`config.mk`:
```
export PLATFORM = sky130hd
export DESIGN_NAME = tsa_i2c_slave
export DESIGN_NICKNAME = d
export VERILOG_FILES = /design/src/tsa_pkg.sv /design/src/tsa_i2c_slave.sv
export SDC_FILE = /design/constraint.sdc
export NUM_CORES = 1
export LEC_CHECK = 0
export ABC_AREA = 0
export ABC_CLOCK_PERIOD_IN_PS = 2200
export BUFFER_PORTS_ARGS = -buffer_cell sky130_fd_sc_hd__buf_2
export CORE_MARGIN = 2
export CORE_UTILIZATION = 40
export DETAILED_ROUTE_END_ITERATION = 10
export GPL_ROUTABILITY_DRIVEN = 0
export PLACE_DENSITY = 0.65
export SLEW_MARGIN = 20
export SYNTH_ARGS = -nofsm -noshare
export SYNTH_HDL_FRONTEND = slang
export SYNTH_SLANG_ARGS = --single-unit
```
`constraint.sdc`:
```
create_clock -name ref_clk -period 2.2 [get_ports ref_clk]
set_clock_uncertainty 0.1 [all_clocks]
set_input_delay 0 -clock ref_clk [delete_from_list [all_inputs] [get_ports ref_clk]]
set_output_delay 0 -clock ref_clk [all_outputs]
set_load 0.01 [all_outputs]
```
`src/tsa_pkg.sv`:
```
// Shared constants and types for the temperature sensor two-wire slave with limit alert.
// Assumes a single 100 MHz ref_clk domain; bus pins and the address strap are synchronised by the user module.
package tsa_pkg;

  // Register pointer values, two bits wide
  localparam logic [1:0] PTR_TEMP    = 2'h0;
  localparam logic [1:0] PTR_CFG     = 2'h1;
  localparam logic [1:0] PTR_UPPER   = 2'h2;
  localparam logic [1:0] PTR_LOWER   = 2'h3;
  localparam logic [1:0] PTR_RST     = PTR_TEMP;

  // Power-up values
  localparam logic [7:0] UPPER_RST   = 8'h7f;
  localparam logic [7:0] LOWER_RST   = 8'h80;
  localparam logic [7:0] CFG_RST     = 8'h40;

  // Configuration field positions
  localparam int         CFG_ALERT_DIS = 5;
  localparam int         CFG_ALERT_POL = 4;
  localparam int         CFG_ALERT_RST = 3;
  // Action bits D3 and D2 are not stored and read back as zero
  localparam logic [7:0] CFG_STORE_MASK = 8'hf3;

  // Temperature value width and second-byte layout
  localparam int         TEMP_W       = 10;
  localparam int         TEMP_INT_LSB = 2;

  // Bus addressing
  localparam logic [3:0] ADDR_HI      = 4'h9;
  localparam logic [6:0] ALERT_RSP_ADDR = 7'h0c;

  // Address select strap encodings
  localparam logic [1:0] AS_GND       = 2'h0;
  localparam logic [1:0] AS_VDD       = 2'h1;
  localparam logic [1:0] AS_FLOAT     = 2'h2;

  // Bits per byte on the wire
  localparam logic [3:0] BYTE_BITS    = 4'h8;

  typedef enum logic [2:0] {
    TSA_IDLE,
    TSA_ADDR,
    TSA_ADDR_ACK,
    TSA_WR_BYTE,
    TSA_WR_ACK,
    TSA_RD_BYTE,
    TSA_RD_ACK
  } tsa_state_t;

endpackage

```
`src/tsa_i2c_slave.sv`:
```
// Two-wire slave interface, limit registers and open-drain alert of a temperature sensor.
// Assumes scl/sda/strap come from pins (async) and the conversion engine shares ref_clk.
`timescale 1ns/100ps

// How it works
// - Enabled alert activates when the loaded temperature exceeds the upper limit.
// - Enabled alert deactivates when the loaded temperature is below the lower limit.
// - Each limit is an 8-bit read/write register, one degree per step.
// - Bus address upper four bits are fixed at 1001.
// - Address select strap (ground, supply, floating) picks one of three low parts.
// - A falling data edge while clock high starts a transfer; expect address.
// - After start, eight bits shift in: address MSB first, then direction.
// - On match, pull data low before the ninth clock; otherwise stay idle.
// - Direction 0 means master writes, 1 means master reads.
// - Nine clocks per byte; data changes only while clock is low.
// - Any byte count per transfer; direction fixed by the address byte.
// - Address plus pointer byte only updates the pointer, no data register.
// - Data byte after pointer is stored into configuration or a limit.
// - Pointer persists across transfers until rewritten.
// - Configuration and limits read one byte; temperature reads two bytes.
// - Bit D4 selects alert polarity; D5 set disables alerting.
// - Alert clears on configuration write with D3 set, or under lower limit.
// - Alert output is open-drain for wired-AND sharing.
// - Acknowledge alert response address only while alerting; lose arbitration gracefully.
// - Reset: pointer to temperature, upper 7Fh, lower 80h, configuration 40h.
// - Two low pointer bits select temperature, configuration, upper, lower.
// - Temperature is 10-bit twos complement, high bits in first byte.
// - Over and under flags clear on second temperature byte, then re-set.
module tsa_i2c_slave #(
  parameter logic [2:0] ADDR_LO_GND   = 3'h0,
  parameter logic [2:0] ADDR_LO_VDD   = 3'h1,
  parameter logic [2:0] ADDR_LO_FLOAT = 3'h2
) (
  input  wire logic                       ref_clk,
  input  wire logic                       arst_n,
  input  wire logic                       scl_i,
  input  wire logic                       sda_i,
  output logic                            sda_o,
  output logic                            sda_oe,
  input  wire logic [1:0]                 addr_select_pin,
  input  wire logic [tsa_pkg::TEMP_W-1:0] temp_code,
  input  wire logic                       temp_load,
  output logic                            alert_o,
  output logic                            alert_oe
);

  // Pin synchronisers: bit 0 scl, bit 1 sda, bits 3:2 strap
  logic [3:0]          meta_q;
  logic [3:0]          sync_q;
  logic                scl_prev_q;
  logic                sda_prev_q;
  logic                scl_s;
  logic                sda_s;
  logic                scl_rise;
  logic                scl_fall;
  logic                start_det;
  logic                stop_det;

  tsa_pkg::tsa_state_t st_q;
  logic [3:0]          bit_cnt_q;
  logic [7:0]          rx_q;
  logic [7:0]          tx_q;
  logic                rd_q;
  logic                ara_q;
  logic                first_q;
  logic                second_q;
  logic                ack_q;
  logic                sda_oe_q;
  logic                sda_o_q;

  logic [1:0]                 ptr_q;
  logic [7:0]                 cfg_q;
  logic [7:0]                 upper_temp_limit_q;
  logic [7:0]                 lower_temp_limit_q;
  logic [tsa_pkg::TEMP_W-1:0] temp_q;
  logic                       alert_q;
  logic                       over_limit_bit_q;
  logic                       under_limit_bit_q;
  logic                       alert_oe_q;
  logic                       alert_o_q;

  logic [6:0] own_addr;
  logic       addr_match;
  logic       ara_match;
  logic       ptr_wr;
  logic       data_wr;
  logic       load_evt;
  logic       rd_temp2;
  logic       temp_take;
  logic       new_over;
  logic       new_under;
  logic       over_now;
  logic       under_now;
  logic [7:0] tx_next;

  function automatic logic [6:0] tsa_addr_of(input logic [1:0] strap);
    logic [2:0] lo;
    case (strap)
      tsa_pkg::AS_GND: lo = ADDR_LO_GND;
      tsa_pkg::AS_VDD: lo = ADDR_LO_VDD;
      default:         lo = ADDR_LO_FLOAT;
    endcase
    return {tsa_pkg::ADDR_HI, lo};
  endfunction

  function automatic logic tsa_gt(input logic [7:0] a, input logic [7:0] b);
    return $signed(a) > $signed(b);
  endfunction

  always_ff @(posedge ref_clk or negedge arst_n) begin
    if (!arst_n) begin
      meta_q     <= 4'h3;
      sync_q     <= 4'h3;
      scl_prev_q <= 1'b1;
      sda_prev_q <= 1'b1;
    end else begin
      meta_q     <= {addr_select_pin, sda_i, scl_i};
      sync_q     <= meta_q;
      scl_prev_q <= sync_q[0];
      sda_prev_q <= sync_q[1];
    end
  end

  always_comb begin
    scl_s     = sync_q[0];
    sda_s     = sync_q[1];
    scl_rise  = scl_s & ~scl_prev_q;
    scl_fall  = ~scl_s & scl_prev_q;
    start_det = scl_s & scl_prev_q & sda_prev_q & ~sda_s;
    stop_det  = scl_s & scl_prev_q & ~sda_prev_q & sda_s;
    own_addr  = tsa_addr_of(sync_q[3:2]);
    addr_match = (rx_q[7:1] == own_addr);
    ara_match  = (rx_q[7:1] == tsa_pkg::ALERT_RSP_ADDR) & rx_q[0] & alert_q;
    ptr_wr    = (st_q == tsa_pkg::TSA_WR_BYTE) & scl_fall & (bit_cnt_q == tsa_pkg::BYTE_BITS) & first_q;
    data_wr   = (st_q == tsa_pkg::TSA_WR_BYTE) & scl_fall & (bit_cnt_q == tsa_pkg::BYTE_BITS) & ~first_q;
    load_evt  = scl_fall & (((st_q == tsa_pkg::TSA_ADDR_ACK) & rd_q) | ((st_q == tsa_pkg::TSA_RD_ACK) & ack_q));
    rd_temp2  = load_evt & ~ara_q & (ptr_q == tsa_pkg::PTR_TEMP) & second_q;
    // Conversions landing mid-transfer are dropped so a two-byte read stays coherent
    temp_take = temp_load & (st_q == tsa_pkg::TSA_IDLE);
    new_over  = tsa_gt(temp_code[tsa_pkg::TEMP_W-1:tsa_pkg::TEMP_INT_LSB], upper_temp_limit_q);
    new_under = tsa_gt(lower_temp_limit_q, temp_code[tsa_pkg::TEMP_W-1:tsa_pkg::TEMP_INT_LSB]);
    over_now  = tsa_gt(temp_q[tsa_pkg::TEMP_W-1:tsa_pkg::TEMP_INT_LSB], upper_temp_limit_q);
    under_now = tsa_gt(lower_temp_limit_q, temp_q[tsa_pkg::TEMP_W-1:tsa_pkg::TEMP_INT_LSB]);
    if (ara_q) begin
      tx_next = {own_addr, 1'b0};
    end else begin
      case (ptr_q)
        tsa_pkg::PTR_TEMP:  tx_next = second_q ?
                              {temp_q[1:0], alert_q, over_limit_bit_q, under_limit_bit_q, 3'h0} :
                              temp_q[tsa_pkg::TEMP_W-1:tsa_pkg::TEMP_INT_LSB];
        tsa_pkg::PTR_CFG:   tx_next = cfg_q;
        tsa_pkg::PTR_UPPER: tx_next = upper_temp_limit_q;
        default:            tx_next = lower_temp_limit_q;
      endcase
    end
  end

  // Bus protocol engine; sda only changes after a detected scl fall, start or stop
  always_ff @(posedge ref_clk or negedge arst_n) begin
    if (!arst_n) begin
      st_q      <= tsa_pkg::TSA_IDLE;
      bit_cnt_q <= 4'h0;
      rx_q      <= 8'h00;
      tx_q      <= 8'h00;
      rd_q      <= 1'b0;
      ara_q     <= 1'b0;
      first_q   <= 1'b0;
      ack_q     <= 1'b0;
      sda_oe_q  <= 1'b0;
    end else if (start_det) begin
      st_q      <= tsa_pkg::TSA_ADDR;
      bit_cnt_q <= 4'h0;
      sda_oe_q  <= 1'b0;
    end else if (stop_det) begin
      st_q      <= tsa_pkg::TSA_IDLE;
      sda_oe_q  <= 1'b0;
    end else begin
      case (st_q)
        tsa_pkg::TSA_ADDR: begin
          if (scl_rise) begin
            rx_q      <= {rx_q[6:0], sda_s};
            bit_cnt_q <= bit_cnt_q + 4'h1;
          end else if (scl_fall && bit_cnt_q == tsa_pkg::BYTE_BITS) begin
            if (addr_match || ara_match) begin
              sda_oe_q <= 1'b1;
              rd_q     <= rx_q[0];
              ara_q    <= ara_match;
              st_q     <= tsa_pkg::TSA_ADDR_ACK;
            end else begin
              st_q     <= tsa_pkg::TSA_IDLE;
            end
          end
        end
        tsa_pkg::TSA_ADDR_ACK: begin
          if (scl_fall) begin
            bit_cnt_q <= 4'h0;
            first_q   <= 1'b1;
            if (rd_q) begin
              tx_q     <= tx_next;
              sda_oe_q <= ~tx_next[7];
              st_q     <= tsa_pkg::TSA_RD_BYTE;
            end else begin
              sda_oe_q <= 1'b0;
              st_q     <= tsa_pkg::TSA_WR_BYTE;
            end
          end
        end
        tsa_pkg::TSA_WR_BYTE: begin
          if (scl_rise) begin
            rx_q      <= {rx_q[6:0], sda_s};
            bit_cnt_q <= bit_cnt_q + 4'h1;
          end else if (scl_fall && bit_cnt_q == tsa_pkg::BYTE_BITS) begin
            sda_oe_q <= 1'b1;
            first_q  <= 1'b0;
            st_q     <= tsa_pkg::TSA_WR_ACK;
          end
        end
        tsa_pkg::TSA_WR_ACK: begin
          if (scl_fall) begin
            sda_oe_q  <= 1'b0;
            bit_cnt_q <= 4'h0;
            st_q      <= tsa_pkg::TSA_WR_BYTE;
          end
        end
        tsa_pkg::TSA_RD_BYTE: begin
          if (scl_rise) begin
            bit_cnt_q <= bit_cnt_q + 4'h1;
            // Released a one but the line is low: another responder wins
            if (ara_q && tx_q[7] && !sda_s) begin
              st_q <= tsa_pkg::TSA_IDLE;
            end
          end else if (scl_fall) begin
            if (bit_cnt_q == tsa_pkg::BYTE_BITS) begin
              sda_oe_q <= 1'b0;
              st_q     <= tsa_pkg::TSA_RD_ACK;
            end else begin
              tx_q     <= {tx_q[6:0], 1'b0};
              sda_oe_q <= ~tx_q[6];
            end
          end
        end
        tsa_pkg::TSA_RD_ACK: begin
          if (scl_rise) begin
            ack_q <= ~sda_s;
          end else if (scl_fall) begin
            bit_cnt_q <= 4'h0;
            if (ack_q) begin
              tx_q     <= tx_next;
              sda_oe_q <= ~tx_next[7];
              st_q     <= tsa_pkg::TSA_RD_BYTE;
            end else begin
              st_q     <= tsa_pkg::TSA_IDLE;
            end
          end
        end
        default: begin
          st_q <= tsa_pkg::TSA_IDLE;
        end
      endcase
    end
  end

  // Byte order within a temperature read
  always_ff @(posedge ref_clk or negedge arst_n) begin
    if (!arst_n) begin
      second_q <= 1'b0;
    end else if (start_det) begin
      second_q <= 1'b0;
    end else if (load_evt && !ara_q && ptr_q == tsa_pkg::PTR_TEMP) begin
      second_q <= ~second_q;
    end
  end

  // Register file
  always_ff @(posedge ref_clk or negedge arst_n) begin
    if (!arst_n) begin
      ptr_q              <= tsa_pkg::PTR_RST;
      cfg_q              <= tsa_pkg::CFG_RST;
      upper_temp_limit_q <= tsa_pkg::UPPER_RST;
      lower_temp_limit_q <= tsa_pkg::LOWER_RST;
    end else if (ptr_wr) begin
      ptr_q <= rx_q[1:0];
    end else if (data_wr) begin
      case (ptr_q)
        tsa_pkg::PTR_CFG:   cfg_q              <= rx_q & tsa_pkg::CFG_STORE_MASK;
        tsa_pkg::PTR_UPPER: upper_temp_limit_q <= rx_q;
        tsa_pkg::PTR_LOWER: lower_temp_limit_q <= rx_q;
        default:            cfg_q              <= cfg_q;
      endcase
    end
  end

  always_ff @(posedge ref_clk or negedge arst_n) begin
    if (!arst_n) begin
      temp_q <= '0;
    end else if (temp_take) begin
      temp_q <= temp_code;
    end
  end

  // Flags re-set while the condition holds; set beats the read clear
  always_ff @(posedge ref_clk or negedge arst_n) begin
    if (!arst_n) begin
      over_limit_bit_q  <= 1'b0;
      under_limit_bit_q <= 1'b0;
    end else begin
      over_limit_bit_q  <= over_now | (over_limit_bit_q & ~rd_temp2);
      under_limit_bit_q <= under_now | (under_limit_bit_q & ~rd_temp2);
    end
  end

  // Alert evaluated per conversion, so a D3 reset holds until the next one
  always_ff @(posedge ref_clk or negedge arst_n) begin
    if (!arst_n) begin
      alert_q <= 1'b0;
    end else if (cfg_q[tsa_pkg::CFG_ALERT_DIS]) begin
      alert_q <= 1'b0;
    end else if (temp_take && new_over) begin
      alert_q <= 1'b1;
    end else if ((temp_take && new_under) || (data_wr && ptr_q == tsa_pkg::PTR_CFG && rx_q[tsa_pkg::CFG_ALERT_RST])) begin
      alert_q <= 1'b0;
    end
  end

  // Open-drain pins: only the enable moves, the data is always low
  always_ff @(posedge ref_clk or negedge arst_n) begin
    if (!arst_n) begin
      alert_oe_q <= 1'b0;
      alert_o_q  <= 1'b0;
      sda_o_q    <= 1'b0;
    end else begin
      alert_oe_q <= alert_q ^ cfg_q[tsa_pkg::CFG_ALERT_POL];
      alert_o_q  <= 1'b0;
      sda_o_q    <= 1'b0;
    end
  end

  assign sda_o    = sda_o_q;
  assign sda_oe   = sda_oe_q;
  assign alert_o  = alert_o_q;
  assign alert_oe = alert_oe_q;
endmodule

```
==> impl_metrics.tcl <==
set metrics [dict create \
    status "complete, but fails checks" \
    violations "setup timing" \
    nNetsFinal 570 \
    path_max_fanout 4 \
    cp_data_required_time_ns 2.32 \
    cts_buffers 9 \
    worst-setup-path-type "reg2reg" \
    slowest_delay_ns 0.56 \
    rsz0062_at_grt "yes" \
    worstSetupStartpointType "register" \
    grt.busiest_layer "met2" \
    leakagePower_nw 2.49 \
    synth_top_area_share_pct 33.2 \
    synth_edf_count 0 \
    drv_slew 0 \
    clkTransAtPathRegs_ns 0.06 \
    grt_pass1_vias 3624 \
    num_antenna_cells 0 \
    yosysMostFrequentCell "dfrtp_1" \
    die_area_sq_um 12600 \
    yosysSeqAreaShare_pct 41.6 \
    use_met2_pct 28.5 \
    synthTopCellsByCount "dfrtp_1 (62), nand2_1 (46), o21ai_0 (46), ha_1 (37), inv_1 (34)" \
    setup_tns_ns -0.0454 \
    final_cells 664 \
    grt_util_met3_pct 3.13 \
    drcViolationCount 0 \
    antenna_found_initial 0 \
    grt_start_max_net_pins 45 \
    coreArea_sq_um 11400 \
    fin_crit_sh_pct 102 \
    grt_first_pass_wirelength_um 18700 \
    synth_area_per_cell_sq_um 10.0 \
    h-tree-depth 3 \
    cp_cell_sequence "inv_2 -> ha_4 -> and4b_2 -> a21o_1 -> o32a_1 -> and3_1 -> a32o_1" \
    yosys.area.top_type "dfrtp_1" \
    post-dp-hpwl_um 8260 \
    dp_cells 628 \
    cp.arrival_ns 2.37 \
    drv_cap 0 \
    max_freq_mhz 445 \
    slew-limit-headroom_pct 66.4 \
    synthFlopType "dfrtp_1" \
    clock_sinks 77 \
    track_usage_pct 18.6 \
    tightest_slew_ns 0.505 \
    syn_area_sq_um 4670 \
    fin_crit_ns 2.25 \
    cts_tree "built" \
    routedWlPerCell_um 17.1 \
    clock_path_buffers 2 \
    cts-root-buf "clkbuf_16" \
    ant_nets 0 \
    endpoint_kind "register" \
    areaGrowthSynthToFinish_pct 19.1 \
    finalSetupViolations 1 \
    initialDrtViolationCount 235 \
    detailroute.via_count 3769 \
    die_x_um 112 \
    fin_util_pct 48.8 \
    hold_violations 0 \
    setup_slack_ns -0.0454 \
    vias_per_cell 5.68 \
    start_util_pct 40.9 \
    clock_latency_ns 0.33 \
    synthDistinctLibCells 65 \
    ir_drop_uv 332 \
    syn_inst 466 \
    io_pins 21 \
    slowest_stage "dfstp_2" \
    async_reset_ff_share_pct 100 \
    met1_usage_pct 26.8 \
    min_path_type "in2async" \
    power.density_nw_per_um2 629 \
    hold_slack_ns 0.0523 \
    drt-pass1-iter-count 4 \
    drive_gt1_share_pct 24.4 \
    synth_area_leaders "dfrtp_1 (33%), ha_1 (9.9%), dfstp_2 (8.4%)" \
    ys_seq_elements 77 \
    drt-total-wl_um 11400 \
    yosysWarnings 0 \
    die_y_um 112 \
    gr-total-overflow 0 \
    row_count 39 \
    portBuffers 18 \
]
==> what timing repair did <==
action,CTS,global route
setup buffers,0,5
gates resized for setup,0,10
endpoints found under the setup margin,0,12
hold buffers,15,0
hold endpoints to repair,85,0
==> layout make-up <==
| cell class | instances | area [sq um] |
|---|---|---|
| clock inverter | 7 | 97.6 |
| tap | 143 | 179 |
| inverter | 34 | 128 |
| clock buffer | 9 | 225 |
| fill | 1033 | 5850 |
| timing repair buffer | 60 | 470 |
| multi-input combinational | 334 | 2520 |
| sequential | 77 | 1950 |
==> kinds of logic after synthesis <==
kind of cell	count (synthesis)	synth area share (%)
XOR/XNOR	4	0.750
buffers and inverters	56	5.41
multiplexers	34	9.08
AO/OA/AOI/OAI	120	17.0
other	1	0.0802
adder cells (fa/ha/maj)	37	9.91
AND/OR/NAND/NOR	137	16.1
flip-flops	77	41.6
==> sequential cells by signal, summed over array words and instances, names as in the netlist, 2 cells and up <==
register / cells
sync_q: 4
ptr_q: 2
upper_temp_limit_q: 8
meta_q: 4
lower_temp_limit_q: 8
st_q: 3
rx_q: 8
cfg_q: 6
tx_q: 8
temp_q: 10
bit_cnt_q: 4
==> worst max-delay path: cells and delay by family (launching register included) <==
family | cells | cell delay [ns]
AO/OA/AOI/OAI | 3 | 0.83
flip-flops | 1 | 0.56
AND/OR/NAND/NOR | 2 | 0.44
adder cells (fa/ha/maj) | 1 | 0.15
buffers and inverters | 1 | 0.05
==> per-stage QoR <==
| stage | worst slack (ns) | instance area (sq um) | total power [mW] |
|---|---|---|---|
| finish | -0.0454 | 5570 | 3.50 |
| global route | -0.0670 | 5570 | 3.65 |
| CTS | 0.0144 | 5480 | 3.51 |
| detailed placement | 0.0406 | 5010 | 1.88 |
| global placement | 0.0714 | 5010 | 1.86 |
| floorplan | 0.0580 | 4680 | 1.74 |
==> power breakdown <==
group	leakage [nW]	switching [mW]	internal (mW)
Sequential	0.974	0.0519	1.47
Clock	0.152	0.615	0.999
Combinational	1.36	0.198	0.168
Total	2.49	0.864	2.63
==> cells in the final DEF (no fill, tap or decap), types with 4 or more instances in the layout <==
master / netlist / routed
dfrtp_1: 62 / 62
o21ai_0: 46 / 46
nand2_1: 46 / 45
ha_1: 37 / 34
inv_1: 34 / 32
mux2_2: 27 / 27
buf_4: 4 / 26
nor2_1: 19 / 19
buf_2: 10 / 17
a21oi_1: 15 / 15
dfstp_2: 15 / 15
dlygate4sd3_1: 0 / 15
nand3_1: 10 / 10
nand4_1: 9 / 9
clkbuf_16: 0 / 9
nor2b_1: 8 / 8
nand2b_1: 7 / 7
o31ai_1: 7 / 7
a22oi_1: 7 / 7
and3_1: 6 / 6
o211ai_1: 5 / 5
o221ai_1: 4 / 4
nor3b_1: 5 / 4
a211oi_1: 4 / 4
nor3_1: 4 / 4
mux4_2: 4 / 4
nand3b_1: 4 / 4
==> path summary, 6_finish.rpt <==
kind,end,slack [ns],start,cells past startpoint
max,sda_oe,-0.05,sync_q[0],7
min,temp_q[4],0.05,arst_n,2
max reg2reg,sda_oe,-0.05,sync_q[0],7
min reg2reg,sync_q[2],0.25,meta_q[2],0
max in group asynchronous,cfg_q[6],1.31,arst_n,3
min in group ref_clk,temp_q[8],0.18,temp_load,4
==> metal layers <==
layer  up-vias  wire (um)
met4         0        296
met3        25        462
met5         -          0
met1      1838       5390
met2        92       5230
li1       1814          -
(Power assumes the default switching activity.)
